==> src/hdl/wrsf_defines.svh <==
// Function
// RULE1 - four modes, two formats, display unaffected
// RULE2 - direct mode: flush, ^C, monitor, echo, convers, start
// RULE3 - controller modes report averages every 60 samples
// RULE4 - flag, date, time, then c s g t fields
// RULE5 - then P and r rain, project tag ends
// RULE6 - direct controller mode runs at 4800 baud
// RULE7 - auxiliary mode: same reports, no init sequence
// RULE8 - raw mode: every sample, 9600, no init
// RULE9 - raw report omits gust field, otherwise identical
// RULE10 - boot: running clock button loads local clock
// RULE11 - gauge absent at boot: ignore rain, no errors
// RULE12 - format change sets default baud, override later
// RULE13 - three-digit zero padded fields, ends with CR
`ifndef WRSF_DEFINES_SVH
`define WRSF_DEFINES_SVH

// core clock and serial rates
`define WRSF_CLK_HZ      100000000
`define WRSF_BAUD_LO     2400
`define WRSF_BAUD_MID    4800
`define WRSF_BAUD_HI     9600

// averaging period in five second samples
`define WRSF_AVG_SAMPLES 60
// largest value a three digit field can carry
`define WRSF_FIELD_MAX   10'd999

// report and init string lengths in bytes
`define WRSF_LEN_CTRL    6'd37
`define WRSF_LEN_RAW     6'd33
`define WRSF_LEN_INIT    6'd52
// first byte index after flag, date and time
`define WRSF_HDR_LEN     6'd9

// characters
`define WRSF_CH_FLAG     8'h5f
`define WRSF_CH_CR       8'h0d
`define WRSF_CH_ZERO     8'h30
// field tag letters in controller order c s g t P r
`define WRSF_TAGS        "csgtPr"
// project tag and terminator
`define WRSF_TRAILER     {"e1w", 8'h0d}
// controller init: flush, ^C, monitor off, echo off, convers, start message
`define WRSF_INIT_TEXT   {8'h0d, 8'h03, "MONITOR OFF", 8'h0d, "ECHO OFF", 8'h0d, \
                          "CONVERS", 8'h0d, "WEATHER START 1.00.0", 8'h0d}

`endif

==> src/hdl/wrsf_pkg.sv <==
package wrsf_pkg;
  // reporting modes
  typedef enum logic [1:0] {
    WRSF_DIRECT = 2'b00,
    WRSF_AUX    = 2'b01,
    WRSF_RAW    = 2'b10,
    WRSF_EMUL   = 2'b11
  } wrsf_mode_e;
  // serial rate selection, code 2'b11 unused
  typedef enum logic [1:0] {
    WRSF_B2400 = 2'b00,
    WRSF_B4800 = 2'b01,
    WRSF_B9600 = 2'b10
  } wrsf_baud_e;
  // report sequencer
  typedef enum logic [1:0] {
    WRSF_IDLE = 2'b00,
    WRSF_INIT = 2'b01,
    WRSF_WAIT = 2'b10,
    WRSF_SEND = 2'b11
  } wrsf_state_e;
endpackage

==> src/hdl/wrsf_uart_tx.sv <==
`timescale 1ns/1ps
`default_nettype none
module wrsf_uart_tx (
  input  wire logic        clk_in,
  input  wire logic        rst_n_in,
  input  wire logic [15:0] div_in,
  input  wire logic        valid_in,
  input  wire logic [7:0]  data_in,
  output logic             ready_out,
  output logic             tx_out
);
  logic [9:0]  shf;       // frame shift register, lsb on the line
  logic [9:0]  next_shf;
  logic [3:0]  nbit;      // bits still to send, zero when idle
  logic [3:0]  next_nbit;
  logic [15:0] cnt;       // cycles left in the current bit
  logic [15:0] next_cnt;

  // 8n1 framer; divisor is sampled per bit so a rate change lands cleanly
  always_comb begin
    next_shf  = shf;
    next_nbit = nbit;
    next_cnt  = cnt;
    if (nbit == 4'd0) begin
      // idle: load start, data, stop
      if (valid_in) begin
        next_shf  = {1'b1, data_in, 1'b0};
        next_nbit = 4'd10;
        next_cnt  = div_in - 16'd1;
      end
    end else if (cnt == 16'd0) begin
      // bit time over: shift in idle ones behind the frame
      next_shf  = {1'b1, shf[9:1]};
      next_nbit = nbit - 4'd1;
      next_cnt  = div_in - 16'd1;
    end else begin
      next_cnt = cnt - 16'd1;
    end
  end

  // registers only; line idles high
  always_ff @(posedge clk_in or negedge rst_n_in) begin
    if (!rst_n_in) begin
      shf  <= 10'h3ff;
      nbit <= 4'h0;
      cnt  <= 16'h0000;
    end else begin
      shf  <= next_shf;
      nbit <= next_nbit;
      cnt  <= next_cnt;
    end
  end

  assign ready_out = (nbit == 4'd0);
  assign tx_out    = shf[0];
endmodule
`default_nettype wire

==> src/hdl/wrsf_top.sv <==
`timescale 1ns/1ps
`default_nettype none
`include "wrsf_defines.svh"
module wrsf_top #(
  parameter int DIV_LO  = `WRSF_CLK_HZ / `WRSF_BAUD_LO,
  parameter int DIV_MID = `WRSF_CLK_HZ / `WRSF_BAUD_MID,
  parameter int DIV_HI  = `WRSF_CLK_HZ / `WRSF_BAUD_HI
) (
  input  wire logic       CORE_CLK_IN,
  input  wire logic       RSTN_IN,
  input  wire logic [1:0] MODE_IN,
  input  wire logic       BAUD_SET_IN,
  input  wire logic [1:0] BAUD_SEL_IN,
  input  wire logic       RUN_IN,
  input  wire logic       SAMPLE_IN,
  input  wire logic [9:0] WDIR_IN,
  input  wire logic [9:0] WSPD_IN,
  input  wire logic [9:0] TEMP_IN,
  input  wire logic [9:0] RAIN_DAY_IN,
  input  wire logic [9:0] RAIN_HOUR_IN,
  input  wire logic       RAIN_ERR_IN,
  input  wire logic       RAIN_PRESENT_IN,
  input  wire logic       BTN_PRESENT_IN,
  input  wire logic       BTN_RUNNING_IN,
  input  wire logic [3:0] TIME_MON_IN,
  input  wire logic [4:0] TIME_DAY_IN,
  input  wire logic [4:0] TIME_HOUR_IN,
  input  wire logic [5:0] TIME_MIN_IN,
  input  wire logic       SET_TIME_IN,
  input  wire logic       MINUTE_IN,
  output logic            TXD_OUT,
  output logic [1:0]      BAUD_OUT,
  output logic            TIME_FROM_BTN_OUT,
  output logic            RAIN_MISSING_OUT,
  output logic [5:0]      RAIN_ERRS_OUT,
  output logic [6:0]      SAMPLE_NUM_OUT,
  output logic            BUSY_OUT
);
  localparam logic [6:0] LAST_SMP = 7'(`WRSF_AVG_SAMPLES - 1);
  // text held as vectors so that single bytes can be picked by index
  localparam logic [47:0]  TAGS      = `WRSF_TAGS;
  localparam logic [31:0]  TRAILER   = `WRSF_TRAILER;
  localparam logic [415:0] INIT_TEXT = `WRSF_INIT_TEXT;

  // three digit clamp; negative temperatures are not representable here
  function automatic logic [9:0] clamp(input logic [15:0] v);
    clamp = (v > {6'h00, `WRSF_FIELD_MAX}) ? `WRSF_FIELD_MAX : v[9:0];
  endfunction
  function automatic logic [9:0] avg(input logic [15:0] v);
    avg = clamp(v / 16'(`WRSF_AVG_SAMPLES));
  endfunction
  function automatic logic [9:0] mx(input logic [9:0] a, input logic [9:0] b);
    mx = (a > b) ? a : b;
  endfunction
  // one ascii digit of a three digit field, p=1 hundreds
  function automatic logic [7:0] dig3(input logic [9:0] v, input logic [1:0] p);
    logic [9:0] d;
    if (p == 2'd1) d = v / 10'd100;
    else if (p == 2'd2) d = (v / 10'd10) % 10'd10;
    else d = v % 10'd10;
    dig3 = `WRSF_CH_ZERO + d[7:0];
  endfunction
  // one ascii digit of a two digit date or time field
  function automatic logic [7:0] dig2(input logic [5:0] v, input logic hi);
    logic [5:0] d;
    d = hi ? (v / 6'd10) : (v % 6'd10);
    dig2 = `WRSF_CH_ZERO + {2'b00, d};
  endfunction
  function automatic wrsf_pkg::wrsf_baud_e dflt(input logic [1:0] m);
    if (m == wrsf_pkg::WRSF_DIRECT) dflt = wrsf_pkg::WRSF_B4800;
    else if (m == wrsf_pkg::WRSF_RAW) dflt = wrsf_pkg::WRSF_B9600;
    else dflt = wrsf_pkg::WRSF_B2400;
  endfunction

  // reset release through two flops
  logic rst_s1;
  logic rst_n;
  always_ff @(posedge CORE_CLK_IN or negedge RSTN_IN) begin
    if (!RSTN_IN) begin
      rst_s1 <= 1'b0;
      rst_n  <= 1'b0;
    end else begin
      rst_s1 <= 1'b1;
      rst_n  <= rst_s1;
    end
  end

  // ---- power-up, rate and local clock state ----
  logic                 booted, next_booted;       // first cycle after reset done
  logic                 fbtn, next_fbtn;           // time came from clock button
  logic                 rmiss, next_rmiss;         // gauge absent since boot
  logic [5:0]           rerr, next_rerr;           // rain error counter, wraps
  logic [1:0]           mode_q, next_mode_q;       // last mode seen
  wrsf_pkg::wrsf_baud_e baud, next_baud;
  logic [3:0]           cmon, next_cmon;           // local utc clock
  logic [4:0]           cday, next_cday;
  logic [4:0]           chr, next_chr;
  logic [5:0]           cmin, next_cmin;

  always_comb begin
    next_booted = 1'b1;
    next_fbtn   = fbtn;
    next_rmiss  = rmiss;
    next_rerr   = rerr;
    next_mode_q = MODE_IN;
    next_baud   = baud;
    next_cmon   = cmon;
    next_cday   = cday;
    next_chr    = chr;
    next_cmin   = cmin;
    if (!booted) begin
      // straps caught once; only a new reset rereads them
      next_rmiss = ~RAIN_PRESENT_IN; // RULE11
      next_fbtn  = BTN_PRESENT_IN & BTN_RUNNING_IN; // RULE10
      if (BTN_PRESENT_IN && BTN_RUNNING_IN) begin
        next_cmon = TIME_MON_IN; // RULE10
        next_cday = TIME_DAY_IN;
        next_chr  = TIME_HOUR_IN;
        next_cmin = TIME_MIN_IN;
      end
    end else if (SET_TIME_IN) begin
      // manual set
      next_cmon = TIME_MON_IN;
      next_cday = TIME_DAY_IN;
      next_chr  = TIME_HOUR_IN;
      next_cmin = TIME_MIN_IN;
    end else if (MINUTE_IN) begin
      // minute and hour roll; date roll is left to whoever sets the clock
      if (cmin == 6'd59) begin
        next_cmin = 6'd0;
        next_chr  = (chr == 5'd23) ? 5'd0 : chr + 5'd1;
      end else begin
        next_cmin = cmin + 6'd1;
      end
    end
    // a missing gauge never counts errors
    if (booted && RAIN_ERR_IN && !rmiss) begin
      next_rerr = rerr + 6'd1; // RULE11
    end
    // explicit rate choice wins over the default in the same cycle
    if (BAUD_SET_IN && BAUD_SEL_IN != 2'b11) begin
      next_baud = wrsf_pkg::wrsf_baud_e'(BAUD_SEL_IN); // RULE12
    end else if (MODE_IN != mode_q) begin
      next_baud = dflt(MODE_IN); // RULE12
    end
  end

  always_ff @(posedge CORE_CLK_IN or negedge rst_n) begin
    if (!rst_n) begin
      booted <= 1'b0;
      fbtn   <= 1'b0;
      rmiss  <= 1'b0;
      rerr   <= 6'h00;
      mode_q <= wrsf_pkg::WRSF_DIRECT;
      baud   <= wrsf_pkg::WRSF_B4800;
      cmon   <= 4'h1;
      cday   <= 5'h01;
      chr    <= 5'h00;
      cmin   <= 6'h00;
    end else begin
      booted <= next_booted;
      fbtn   <= next_fbtn;
      rmiss  <= next_rmiss;
      rerr   <= next_rerr;
      mode_q <= next_mode_q;
      baud   <= next_baud;
      cmon   <= next_cmon;
      cday   <= next_cday;
      chr    <= next_chr;
      cmin   <= next_cmin;
    end
  end

  // bit divisor from the selected rate
  logic [15:0] div;
  always_comb begin
    unique case (baud)
      wrsf_pkg::WRSF_B4800: div = 16'(DIV_MID); // RULE6
      wrsf_pkg::WRSF_B9600: div = 16'(DIV_HI); // RULE8
      default:              div = 16'(DIV_LO);
    endcase
  end

  // ---- report sequencer, averaging and field latches ----
  wrsf_pkg::wrsf_state_e st, next_st;
  logic [5:0]  idx, next_idx;        // byte within the string being sent
  logic        pend, next_pend;      // a latched report waits to go out
  logic        fraw, next_fraw;      // latched report is the raw layout
  logic        run_q, next_run_q;
  logic [15:0] acc_d, next_acc_d;    // period sums
  logic [15:0] acc_s, next_acc_s;
  logic [15:0] acc_t, next_acc_t;
  logic [9:0]  gust, next_gust;      // peak speed in the period
  logic [6:0]  nsmp, next_nsmp;
  logic [9:0]  fld [0:5];            // c s g t P r values as sent
  logic [9:0]  next_fld [0:5];
  logic [19:0] tsnap, next_tsnap;    // {mon,day,hour,min} at latch
  logic        tx_ready;
  logic        tx_valid;
  logic [7:0]  tx_byte;
  logic        take, smp, ctrl, rset, rclr;
  logic [9:0]  r_day, r_hour;

  assign ctrl     = (MODE_IN == wrsf_pkg::WRSF_DIRECT) || // RULE1
                    (MODE_IN == wrsf_pkg::WRSF_AUX);
  assign tx_valid = (st == wrsf_pkg::WRSF_INIT) || (st == wrsf_pkg::WRSF_SEND);
  assign take     = tx_valid && tx_ready;
  // samples count only while reports may be produced
  assign smp      = SAMPLE_IN && (st == wrsf_pkg::WRSF_WAIT || st == wrsf_pkg::WRSF_SEND);
  assign r_day    = rmiss ? 10'h000 : clamp({6'h00, RAIN_DAY_IN}); // RULE11
  assign r_hour   = rmiss ? 10'h000 : clamp({6'h00, RAIN_HOUR_IN});

  always_comb begin
    next_st    = st;
    next_idx   = idx;
    next_fraw  = fraw;
    next_run_q = RUN_IN;
    next_acc_d = acc_d;
    next_acc_s = acc_s;
    next_acc_t = acc_t;
    next_gust  = gust;
    next_nsmp  = nsmp;
    next_fld   = fld;
    next_tsnap = tsnap;
    rset = 1'b0;
    rclr = 1'b0;
    unique case (st)
      wrsf_pkg::WRSF_IDLE: begin
        rclr = 1'b1;
        if (RUN_IN && !run_q) begin
          next_idx   = 6'd0;
          next_nsmp  = 7'd0;
          next_acc_d = 16'h0000;
          next_acc_s = 16'h0000;
          next_acc_t = 16'h0000;
          next_gust  = 10'h000;
          // only the direct controller needs the init commands
          next_st = (MODE_IN == wrsf_pkg::WRSF_DIRECT) ? // RULE2 RULE7 RULE8
                    wrsf_pkg::WRSF_INIT : wrsf_pkg::WRSF_WAIT;
        end
      end
      wrsf_pkg::WRSF_INIT: begin
        if (take) begin
          if (idx == `WRSF_LEN_INIT - 6'd1) begin
            next_st  = wrsf_pkg::WRSF_WAIT;
            next_idx = 6'd0;
          end else begin
            next_idx = idx + 6'd1; // RULE2
          end
        end
      end
      wrsf_pkg::WRSF_WAIT: begin
        if (pend) begin
          rclr     = 1'b1;
          next_st  = wrsf_pkg::WRSF_SEND;
          next_idx = 6'd0;
        end
      end
      wrsf_pkg::WRSF_SEND: begin
        if (take) begin
          if (idx == (fraw ? `WRSF_LEN_RAW : `WRSF_LEN_CTRL) - 6'd1) begin
            next_st  = wrsf_pkg::WRSF_WAIT;
            next_idx = 6'd0;
          end else begin
            next_idx = idx + 6'd1;
          end
        end
      end
    endcase
    if (smp && ctrl) begin
      if (nsmp == LAST_SMP) begin
        // period complete: average including this sample
        next_fld[0] = avg(acc_d + {6'h00, WDIR_IN}); // RULE3
        next_fld[1] = avg(acc_s + {6'h00, WSPD_IN});
        next_fld[2] = clamp({6'h00, mx(gust, WSPD_IN)});
        next_fld[3] = avg(acc_t + {6'h00, TEMP_IN});
        next_acc_d  = 16'h0000;
        next_acc_s  = 16'h0000;
        next_acc_t  = 16'h0000;
        next_gust   = 10'h000;
        next_nsmp   = 7'd0;
        rset        = 1'b1;
      end else begin
        next_acc_d = acc_d + {6'h00, WDIR_IN};
        next_acc_s = acc_s + {6'h00, WSPD_IN};
        next_acc_t = acc_t + {6'h00, TEMP_IN};
        next_gust  = mx(gust, WSPD_IN);
        next_nsmp  = nsmp + 7'd1;
      end
    end
    if (smp && MODE_IN == wrsf_pkg::WRSF_RAW) begin
      // every sample goes out as it is
      next_fld[0] = clamp({6'h00, WDIR_IN}); // RULE8
      next_fld[1] = clamp({6'h00, WSPD_IN});
      next_fld[3] = clamp({6'h00, TEMP_IN});
      rset        = 1'b1;
    end
    // emulation samples are not framed by this block
    if (rset) begin
      next_fld[4] = r_day; // RULE5
      next_fld[5] = r_hour;
      next_fraw   = (MODE_IN == wrsf_pkg::WRSF_RAW); // RULE9
      next_tsnap  = {cmon, cday, chr, cmin};
    end
    if (!RUN_IN) next_st = wrsf_pkg::WRSF_IDLE;
    // a new report in the cycle its predecessor is taken is kept
    next_pend = rset || (pend && !rclr);
  end

  always_ff @(posedge CORE_CLK_IN or negedge rst_n) begin
    if (!rst_n) begin
      st    <= wrsf_pkg::WRSF_IDLE;
      idx   <= 6'h00;
      pend  <= 1'b0;
      fraw  <= 1'b0;
      run_q <= 1'b0;
      acc_d <= 16'h0000;
      acc_s <= 16'h0000;
      acc_t <= 16'h0000;
      gust  <= 10'h000;
      nsmp  <= 7'h00;
      fld   <= '{default: 10'h000};
      tsnap <= 20'h00000;
    end else begin
      st    <= next_st;
      idx   <= next_idx;
      pend  <= next_pend;
      fraw  <= next_fraw;
      run_q <= next_run_q;
      acc_d <= next_acc_d;
      acc_s <= next_acc_s;
      acc_t <= next_acc_t;
      gust  <= next_gust;
      nsmp  <= next_nsmp;
      fld   <= next_fld;
      tsnap <= next_tsnap;
    end
  end

  // ---- byte generator for init and report strings ----
  logic [5:0] off, pm, iinv;
  logic [2:0] fsel, nslot;
  logic [1:0] tt;
  logic [5:0] tv;
  always_comb begin
    off   = idx - `WRSF_HDR_LEN;
    pm    = idx - 6'd1;
    iinv  = `WRSF_LEN_INIT - 6'd1 - idx;
    nslot = fraw ? 3'd5 : 3'd6;
    fsel  = 3'd0;
    tt    = 2'd0;
    unique case (pm[2:1])
      2'd0: tv = {2'b00, tsnap[19:16]};
      2'd1: tv = {1'b0, tsnap[15:11]};
      2'd2: tv = {1'b0, tsnap[10:6]};
      2'd3: tv = tsnap[5:0];
    endcase
    if (st == wrsf_pkg::WRSF_INIT) begin
      tx_byte = INIT_TEXT[{iinv, 3'b000} +: 8]; // RULE2
    end else if (idx == 6'd0) begin
      tx_byte = `WRSF_CH_FLAG; // RULE4
    end else if (idx < `WRSF_HDR_LEN) begin
      tx_byte = dig2(tv, ~pm[0]); // RULE4
    end else if (off[5:2] < {1'b0, nslot}) begin
      // raw layout skips the gust slot
      fsel = (fraw && off[4:2] >= 3'd2) ? off[4:2] + 3'd1 : off[4:2]; // RULE9
      if (off[1:0] == 2'd0) tx_byte = TAGS[{3'(3'd5 - fsel), 3'b000} +: 8];
      else tx_byte = dig3(fld[fsel], off[1:0]); // RULE13
    end else begin
      tt      = off[1:0];
      tx_byte = TRAILER[{2'(2'd3 - tt), 3'b000} +: 8]; // RULE5 RULE13
    end
  end

  wrsf_uart_tx u_tx (
    .clk_in    (CORE_CLK_IN),
    .rst_n_in  (rst_n),
    .div_in    (div),
    .valid_in  (tx_valid),
    .data_in   (tx_byte),
    .ready_out (tx_ready),
    .tx_out    (TXD_OUT)
  );

  // status outputs, all from flops except busy
  assign BAUD_OUT          = baud;
  assign TIME_FROM_BTN_OUT = fbtn;
  assign RAIN_MISSING_OUT  = rmiss;
  assign RAIN_ERRS_OUT     = rerr;
  assign SAMPLE_NUM_OUT    = nsmp;
  assign BUSY_OUT          = tx_valid || !tx_ready;
endmodule
`default_nettype wire

==> config.mk <==
export PLATFORM = sky130hd
export DESIGN_NAME = wrsf_top
export DESIGN_NICKNAME = d
export VERILOG_FILES = /design/src/hdl/wrsf_pkg.sv /design/src/hdl/wrsf_uart_tx.sv /design/src/hdl/wrsf_top.sv
export VERILOG_INCLUDE_DIRS = /design/src /design/src/hdl
export SDC_FILE = /design/constraint.sdc
export NUM_CORES = 1
export LEC_CHECK = 0
export ABC_CLOCK_PERIOD_IN_PS = 10550
export BUFFER_PORTS_ARGS = -buffer_cell sky130_fd_sc_hd__buf_2
export CAP_MARGIN = 15
export CORE_MARGIN = 2
export CORE_UTILIZATION = 35
export DETAILED_ROUTE_END_ITERATION = 7
export GPL_TIMING_DRIVEN = 0
export PLACE_DENSITY = 0.61
export SYNTH_ARGS = -nofsm -noshare
export SYNTH_HDL_FRONTEND = slang
export SYNTH_SLANG_ARGS = --single-unit
==> constraint.sdc <==
create_clock -name CORE_CLK_IN -period 10.55 [get_ports CORE_CLK_IN]
set_clock_uncertainty 0.1 [all_clocks]
set_input_delay 3.165 -clock CORE_CLK_IN [delete_from_list [all_inputs] [get_ports CORE_CLK_IN]]
set_output_delay 3.165 -clock CORE_CLK_IN [all_outputs]
set_load 0.05 [all_outputs]
Yosys cells after proc, flatten, opt, wreduce, memory -nomap -nowiden --
Index checks and enable logic that the tools add are counted.
Cells by class: add/sub/neg operators 20, div/mod/pow operators 9, order comparisons 14, eq/ne operators 33, shifts and indexed selects 3, muxes and demuxes 104, bitwise logic cells 3, reductions and logical operators 43
Operators by type and width (count):
- indexed part select 416 x 10 -> 8 bit, first input constant | 1
- two-way mux 10 bit | 22
- two-way mux 16 bit | 11
- two-way mux 8 bit | 12
- two-way mux 40 bit | 2
- two-way mux 6 bit | 12
- > comparator 10 bit, second input constant | 6
- adder 16 x 10 -> 16 bit | 3
- divider 16 x 6 -> 16 bit, second input constant | 3
- > comparator 16 x 10 -> 1 bit, second input constant | 3
- case mux 6 bit (4 select lines) | 2
- indexed part select 48 x 7 -> 8 bit, first input constant | 1
- two-way mux 5 bit | 9
- case mux 16 bit (2 select lines) | 1
- indexed part select 32 x 6 -> 8 bit, first input constant | 1
- subtractor 16 x 1 -> 16 bit, second input constant | 2
- binary-select mux 10 bit (select 3 bit) | 1
- two-way mux 7 bit | 4
- two-way mux 2 bit | 13
- two-way mux 4 bit | 6
- modulo 10 x 4 -> 10 bit, second input constant | 2
- two-way mux 20 bit | 1
- adder 6 x 1 -> 6 bit, second input constant | 3
- != test 3 bit, second input constant | 6
- other kinds (50) | 102
Word-level totals: bits in registers 221, word-level logic and storage cells 261

Longest topological paths before layout --
depth after elaboration 25, depth in mapped cells 40, mapped depth without buffers 36

By module --
Synthesis repeated with hierarchy kept, for this count alone.
Second synthesis, totals: cells, all modules 2584, area, all modules 20751.2 sq um
Modules (own cells, without submodules):
- wrsf_top | times used 1, cells each 2361, area each 18814.3 sq um, sequential area each 4783.3 sq um
- wrsf_uart_tx | times used 1, cells each 223, area each 1936.9 sq um, sequential area each 737.0 sq um

Least setup slack after synthesis --
OpenSTA, ideal clock, no wires.
path type input -> register, start point in TEMP_IN[0], end point reg fld[20] in the netlist's numbering, library setup time 131 ps, arrival time 8798 ps, data required time 10319 ps, path slack 1522 ps, stages on the path 22, path buffers 0, cell sequence ha_1 -> fa_1 -> a211oi_1 -> o21ai_1 -> and3_1 -> nor3_1 -> o22ai_1 -> o32ai_1 -> nor4_1 -> o221ai_1 -> o21ai_0 -> a211oi_1 -> mux2i_1 -> nand2_1 -> or4b_1 -> a21bo_2 -> or2_2 -> and2_1 -> a2bb2oi_1 -> o21a_1 -> a311oi_1 -> o21ai_0
On the way: word-level cells in the longest chain between the ends 7
Ends and longest elaborated chain:
- from (decl) | line wrsf_top.sv:18 | input wire logic [9:0] TEMP_IN,
- adder 16 x 10 -> 16 bit | line wrsf_top.sv:276 | next_fld[3] = avg(acc_t + {6'h00, TEMP_IN});
- divider 16 x 6 -> 16 bit | line wrsf_top.sv:50 | avg = clamp(v / 16'(`WRSF_AVG_SAMPLES));
- > comparator 16 x 10 -> 1 bit | line wrsf_top.sv:47 | clamp = (v > {6'h00, `WRSF_FIELD_MAX}) ? `WRSF_FIELD_MAX : v[9:0];
- two-way mux 10 bit | line wrsf_top.sv:47
- two-way mux 40 bit | line wrsf_top.sv:271 | if (nsmp == LAST_SMP) begin
- two-way mux 40 bit | line wrsf_top.sv:270 | if (smp && ctrl) begin
- two-way mux 10 bit (*) | line wrsf_top.sv:291 | if (smp && MODE_IN == wrsf_pkg::WRSF_RAW) begin
- to (signal assigned) | line wrsf_top.sv:335 | fld <= next_fld;
- to (decl) | line wrsf_top.sv:195 | logic [9:0] fld [0:5];
Mark *: on every way between the ends. The rest lies on a longest branch, timed or not. The select of a mux whose other input is x is not followed. A chain may end at the register's enable or synchronous reset.

Final worst setup path --
Ends and elaborated chain as after synthesis.

==> flow_summary.toml <==
[cts]
post-cts-setup-buffers = 0
clk_latency_ns = 0.56
path_clk_slew_ns = 0.06
cts_hold_repair.buffers = 0
numCtsBuffers = 28
cts_max_level = 1
root_buffer = "clkbuf_16"
clkSinkCount = 220
clockBufferDepth = 3
cts_tree = "done"
ctsResizeCount = 0

[setup_path]
cp_data_arrival_time_ns = 10.21
rr_startpoint = "idx[1]"
max_stage_delay_ns = 0.66
slowest_stage = "o32ai_1"
path_max_fanout = 6
path_cells = "buf_2 -> ha_1 -> fa_1 -> a211oi_1 -> o21ai_1 -> and3_1 -> nor3_1 -> o22ai_1 -> o32ai_1 -> nor4_1 -> o221ai_1 -> o21ai_0 -> a211oi_1 -> mux2i_1 -> nand2_1 -> or4b_1 -> a21bo_2 -> or2_2 -> and2_1 -> a2bb2oi_1 -> o21a_1 -> a311oi_1 -> o21ai_0"
path_buf_inv = 1
endpoint_kind = "register"
r2r_cells = 35
worst-setup-path-type = "in -> reg"
cp.required_ns = 10.88
rrSetupSlack_ns = 0.71
cp_top_family = "compound AO/OA/AOI/OAI gates"
start_kind = "input pin"
reg2reg_to = "u_tx.shf[6]"

[drt]
viasPerCell = 5.99
drt_iter0_drc = 2060
drc = 0
vias = 21500
wire_per_inst_microns = 18.7
dr.pass1.iters = 5
drtAntennaViolNets = 0
totalWireLength_microns = 67000

[worst_hold_path]
worstHoldPathType = "reg -> async"

[logic_synthesis]
yosysTopAreaCell = "dfrtp_1"
netlist_instances = 2659
synth_warnings = 0
syn_area_per_cell_sq_um = 7.80
synthArstFlopShare = 1.00
yosys-top-cells-count = "nand2_1 (274), o21ai_0 (267), nor2_1 (241)"
synth_edf_count = 0
synth_top_area_frac = 0.251
ys_seq_area_frac = 0.266
ys_ff_latch = 220
ys.flop_type = "dfrtp_1"
yosysMostFrequentCell = "nand2_1"
synth.area.top_cells = "dfrtp_1 (25%), o21ai_0 (6.4%), nand2_1 (5.0%)"
synth_cell_types = 114
syn-cell-area_sq_um = 20700

[power_and_ir_drop]
static-leakage-power_uw = 0.00936
ir_drop_mv = 0.137
p_clk_frac = 0.148
p_switching_uw = 3360
netSwitchingFraction = 0.498
pwr-share-seq = 0.193
combPwrFrac = 0.659
power_uw = 6740
intPower_uw = 3380
power_density_nw_per_um2 = 290

[run]
max_cap_violations = 0

[sta]
fin_crit_sh = 0.936
min_period_ns = 9.88
maxClockFrequency_ghz = 0.101
worstMarginPinSlew_ns = 1.18
rsz0062_at_grt = "false"
finalSetupViolCount = 0
slew-limit-headroom = 0.192
setup_tns_ns = 0
finalHoldViolations = 0
finalMaxSlewViolations = 0

[final_layout]
design_area_sq_um = 23300
final_cell_count_no_fill = 3591
diodes = 0
fin_nets = 2964
layout-drive-gt1-share = 0.108
areaGrowthSynthToFinish_pct = 12.3

[grt]
grt_antenna_before_repair = 0
first_global_vias = 19400
grt_first_pass_wirelength_microns = 107000
groute.usage.overall = 0.213
gr-total-overflow = 0
grt_max_degree = 63

[floorplan]
num_rows = 89
core_area_sq_um = 58800
start_util = 0.353
die_x_microns = 247
fp.dieH_microns = 247
ioPinCount = 104
die-area_sq_um = 61200

[placement]
place_hpwl_microns = 51400
place.gp.congestion = 0.943
io_buffer_count = 103
dpl_cell_area_sq_um = 22300
dp_cells = 3540

[run_status]
status = "finished clean"
## per-layer routing
layer | GRT usage | up-vias | routed length [microns]
met5 | 0 | - | 0
met4 | 0.0564 | 0 | 1890
met3 | 0.0174 | 109 | 3320
met2 | 0.343 | 721 | 30500
met1 | 0.305 | 10300 | 31300
li1 | - | 10400 | -
## stage by stage
stage / hold WS (ns) / util / worst slack (ns)
2_1_floorplan: 0.231 / - / 1.52
3_3_place_gp: 0.233 / 0.378 / 0.266
3_5_place_dp: 0.212 / 0.380 / 0.266
4_1_cts: 0.219 / 0.396 / 0.218
5_1_grt: 0.239 / 0.396 / 0.123
6_report: 0.195 / 0.396 / 0.672
## sequential cells by signal, summed over array words and instances (netlist names), 2 cells and up
signal,count
u_tx.cnt,16
RAIN_ERRS_OUT,6
st,2
BAUD_OUT,2
u_tx.nbit,4
SAMPLE_NUM_OUT,7
cmon,4
u_tx.shf,9
cmin,6
acc_t,16
fld,60
gust,10
cday,5
idx,6
tsnap,20
chr,5
mode_q,2
acc_s,16
acc_d,16
## power groups by stage
| stage | logic [uW] | registers, uW | clock network [uW] |
|---|---|---|---|
| detailed placement | 4350 | 1310 | 0 |
| finish | 4440 | 1300 | 997 |
| global placement | 4320 | 1320 | 0 |
| CTS | 4380 | 1300 | 1010 |
| global route | 4900 | 1330 | 1050 |
| floorplan | 3380 | 1280 | 0 |
## cells by family after synthesis
| family | Yosys count | share of synthesized area |
|---|---|---|
| XOR/XNOR | 95 | 0.0412 |
| adder cells (fa/ha/maj) | 94 | 0.0564 |
| multiplexers | 84 | 0.0491 |
| buffers and inverters | 214 | 0.0410 |
| flip-flops | 220 | 0.266 |
| AND/OR/NAND/NOR | 982 | 0.230 |
| AO/OA/AOI/OAI | 969 | 0.316 |
| other | 1 | 0.000181 |
## worst max-delay path by stage
| stage | endpoint | cells after the start | startpoint | slack, ns |
|---|---|---|---|---|
| floorplan | fld[20] | 22 | TEMP_IN[0] | 1.52 |
| global placement | fld[20] | 23 | TEMP_IN[0] | 0.27 |
| detailed placement | u_tx.shf[6] | 35 | idx[1] | 0.27 |
| CTS | u_tx.shf[6] | 35 | idx[1] | 0.22 |
| global route | u_tx.shf[6] | 35 | idx[1] | 0.12 |
| finish | fld[20] | 23 | TEMP_IN[0] | 0.67 |
## cells in the final DEF, fill, tap and decap left out, types with 63 or more instances in the layout
master	netlist	routed
nor2_1	241	241
nand3_1	100	100
inv_1	72	72
xnor2_1	64	63
a21oi_1	187	187
o21ai_0	267	267
buf_2	17	120
clkbuf_1	106	114
ha_1	79	79
dfrtp_1	208	207
nand2_1	274	274
nor3_1	79	79
## cell type report
cell class              instances  area, sq um
multi-input cells            2226        14400
flip-flops and latches        220         5520
inverters                      80          300
clock buffers                  41          811
well taps                     773          967
plain buffers                 134          551
clock inverters                10          136
repair buffers                107          618
fillers                      6077        35500
No activity file was read; power rests on OpenSTA's default activity.
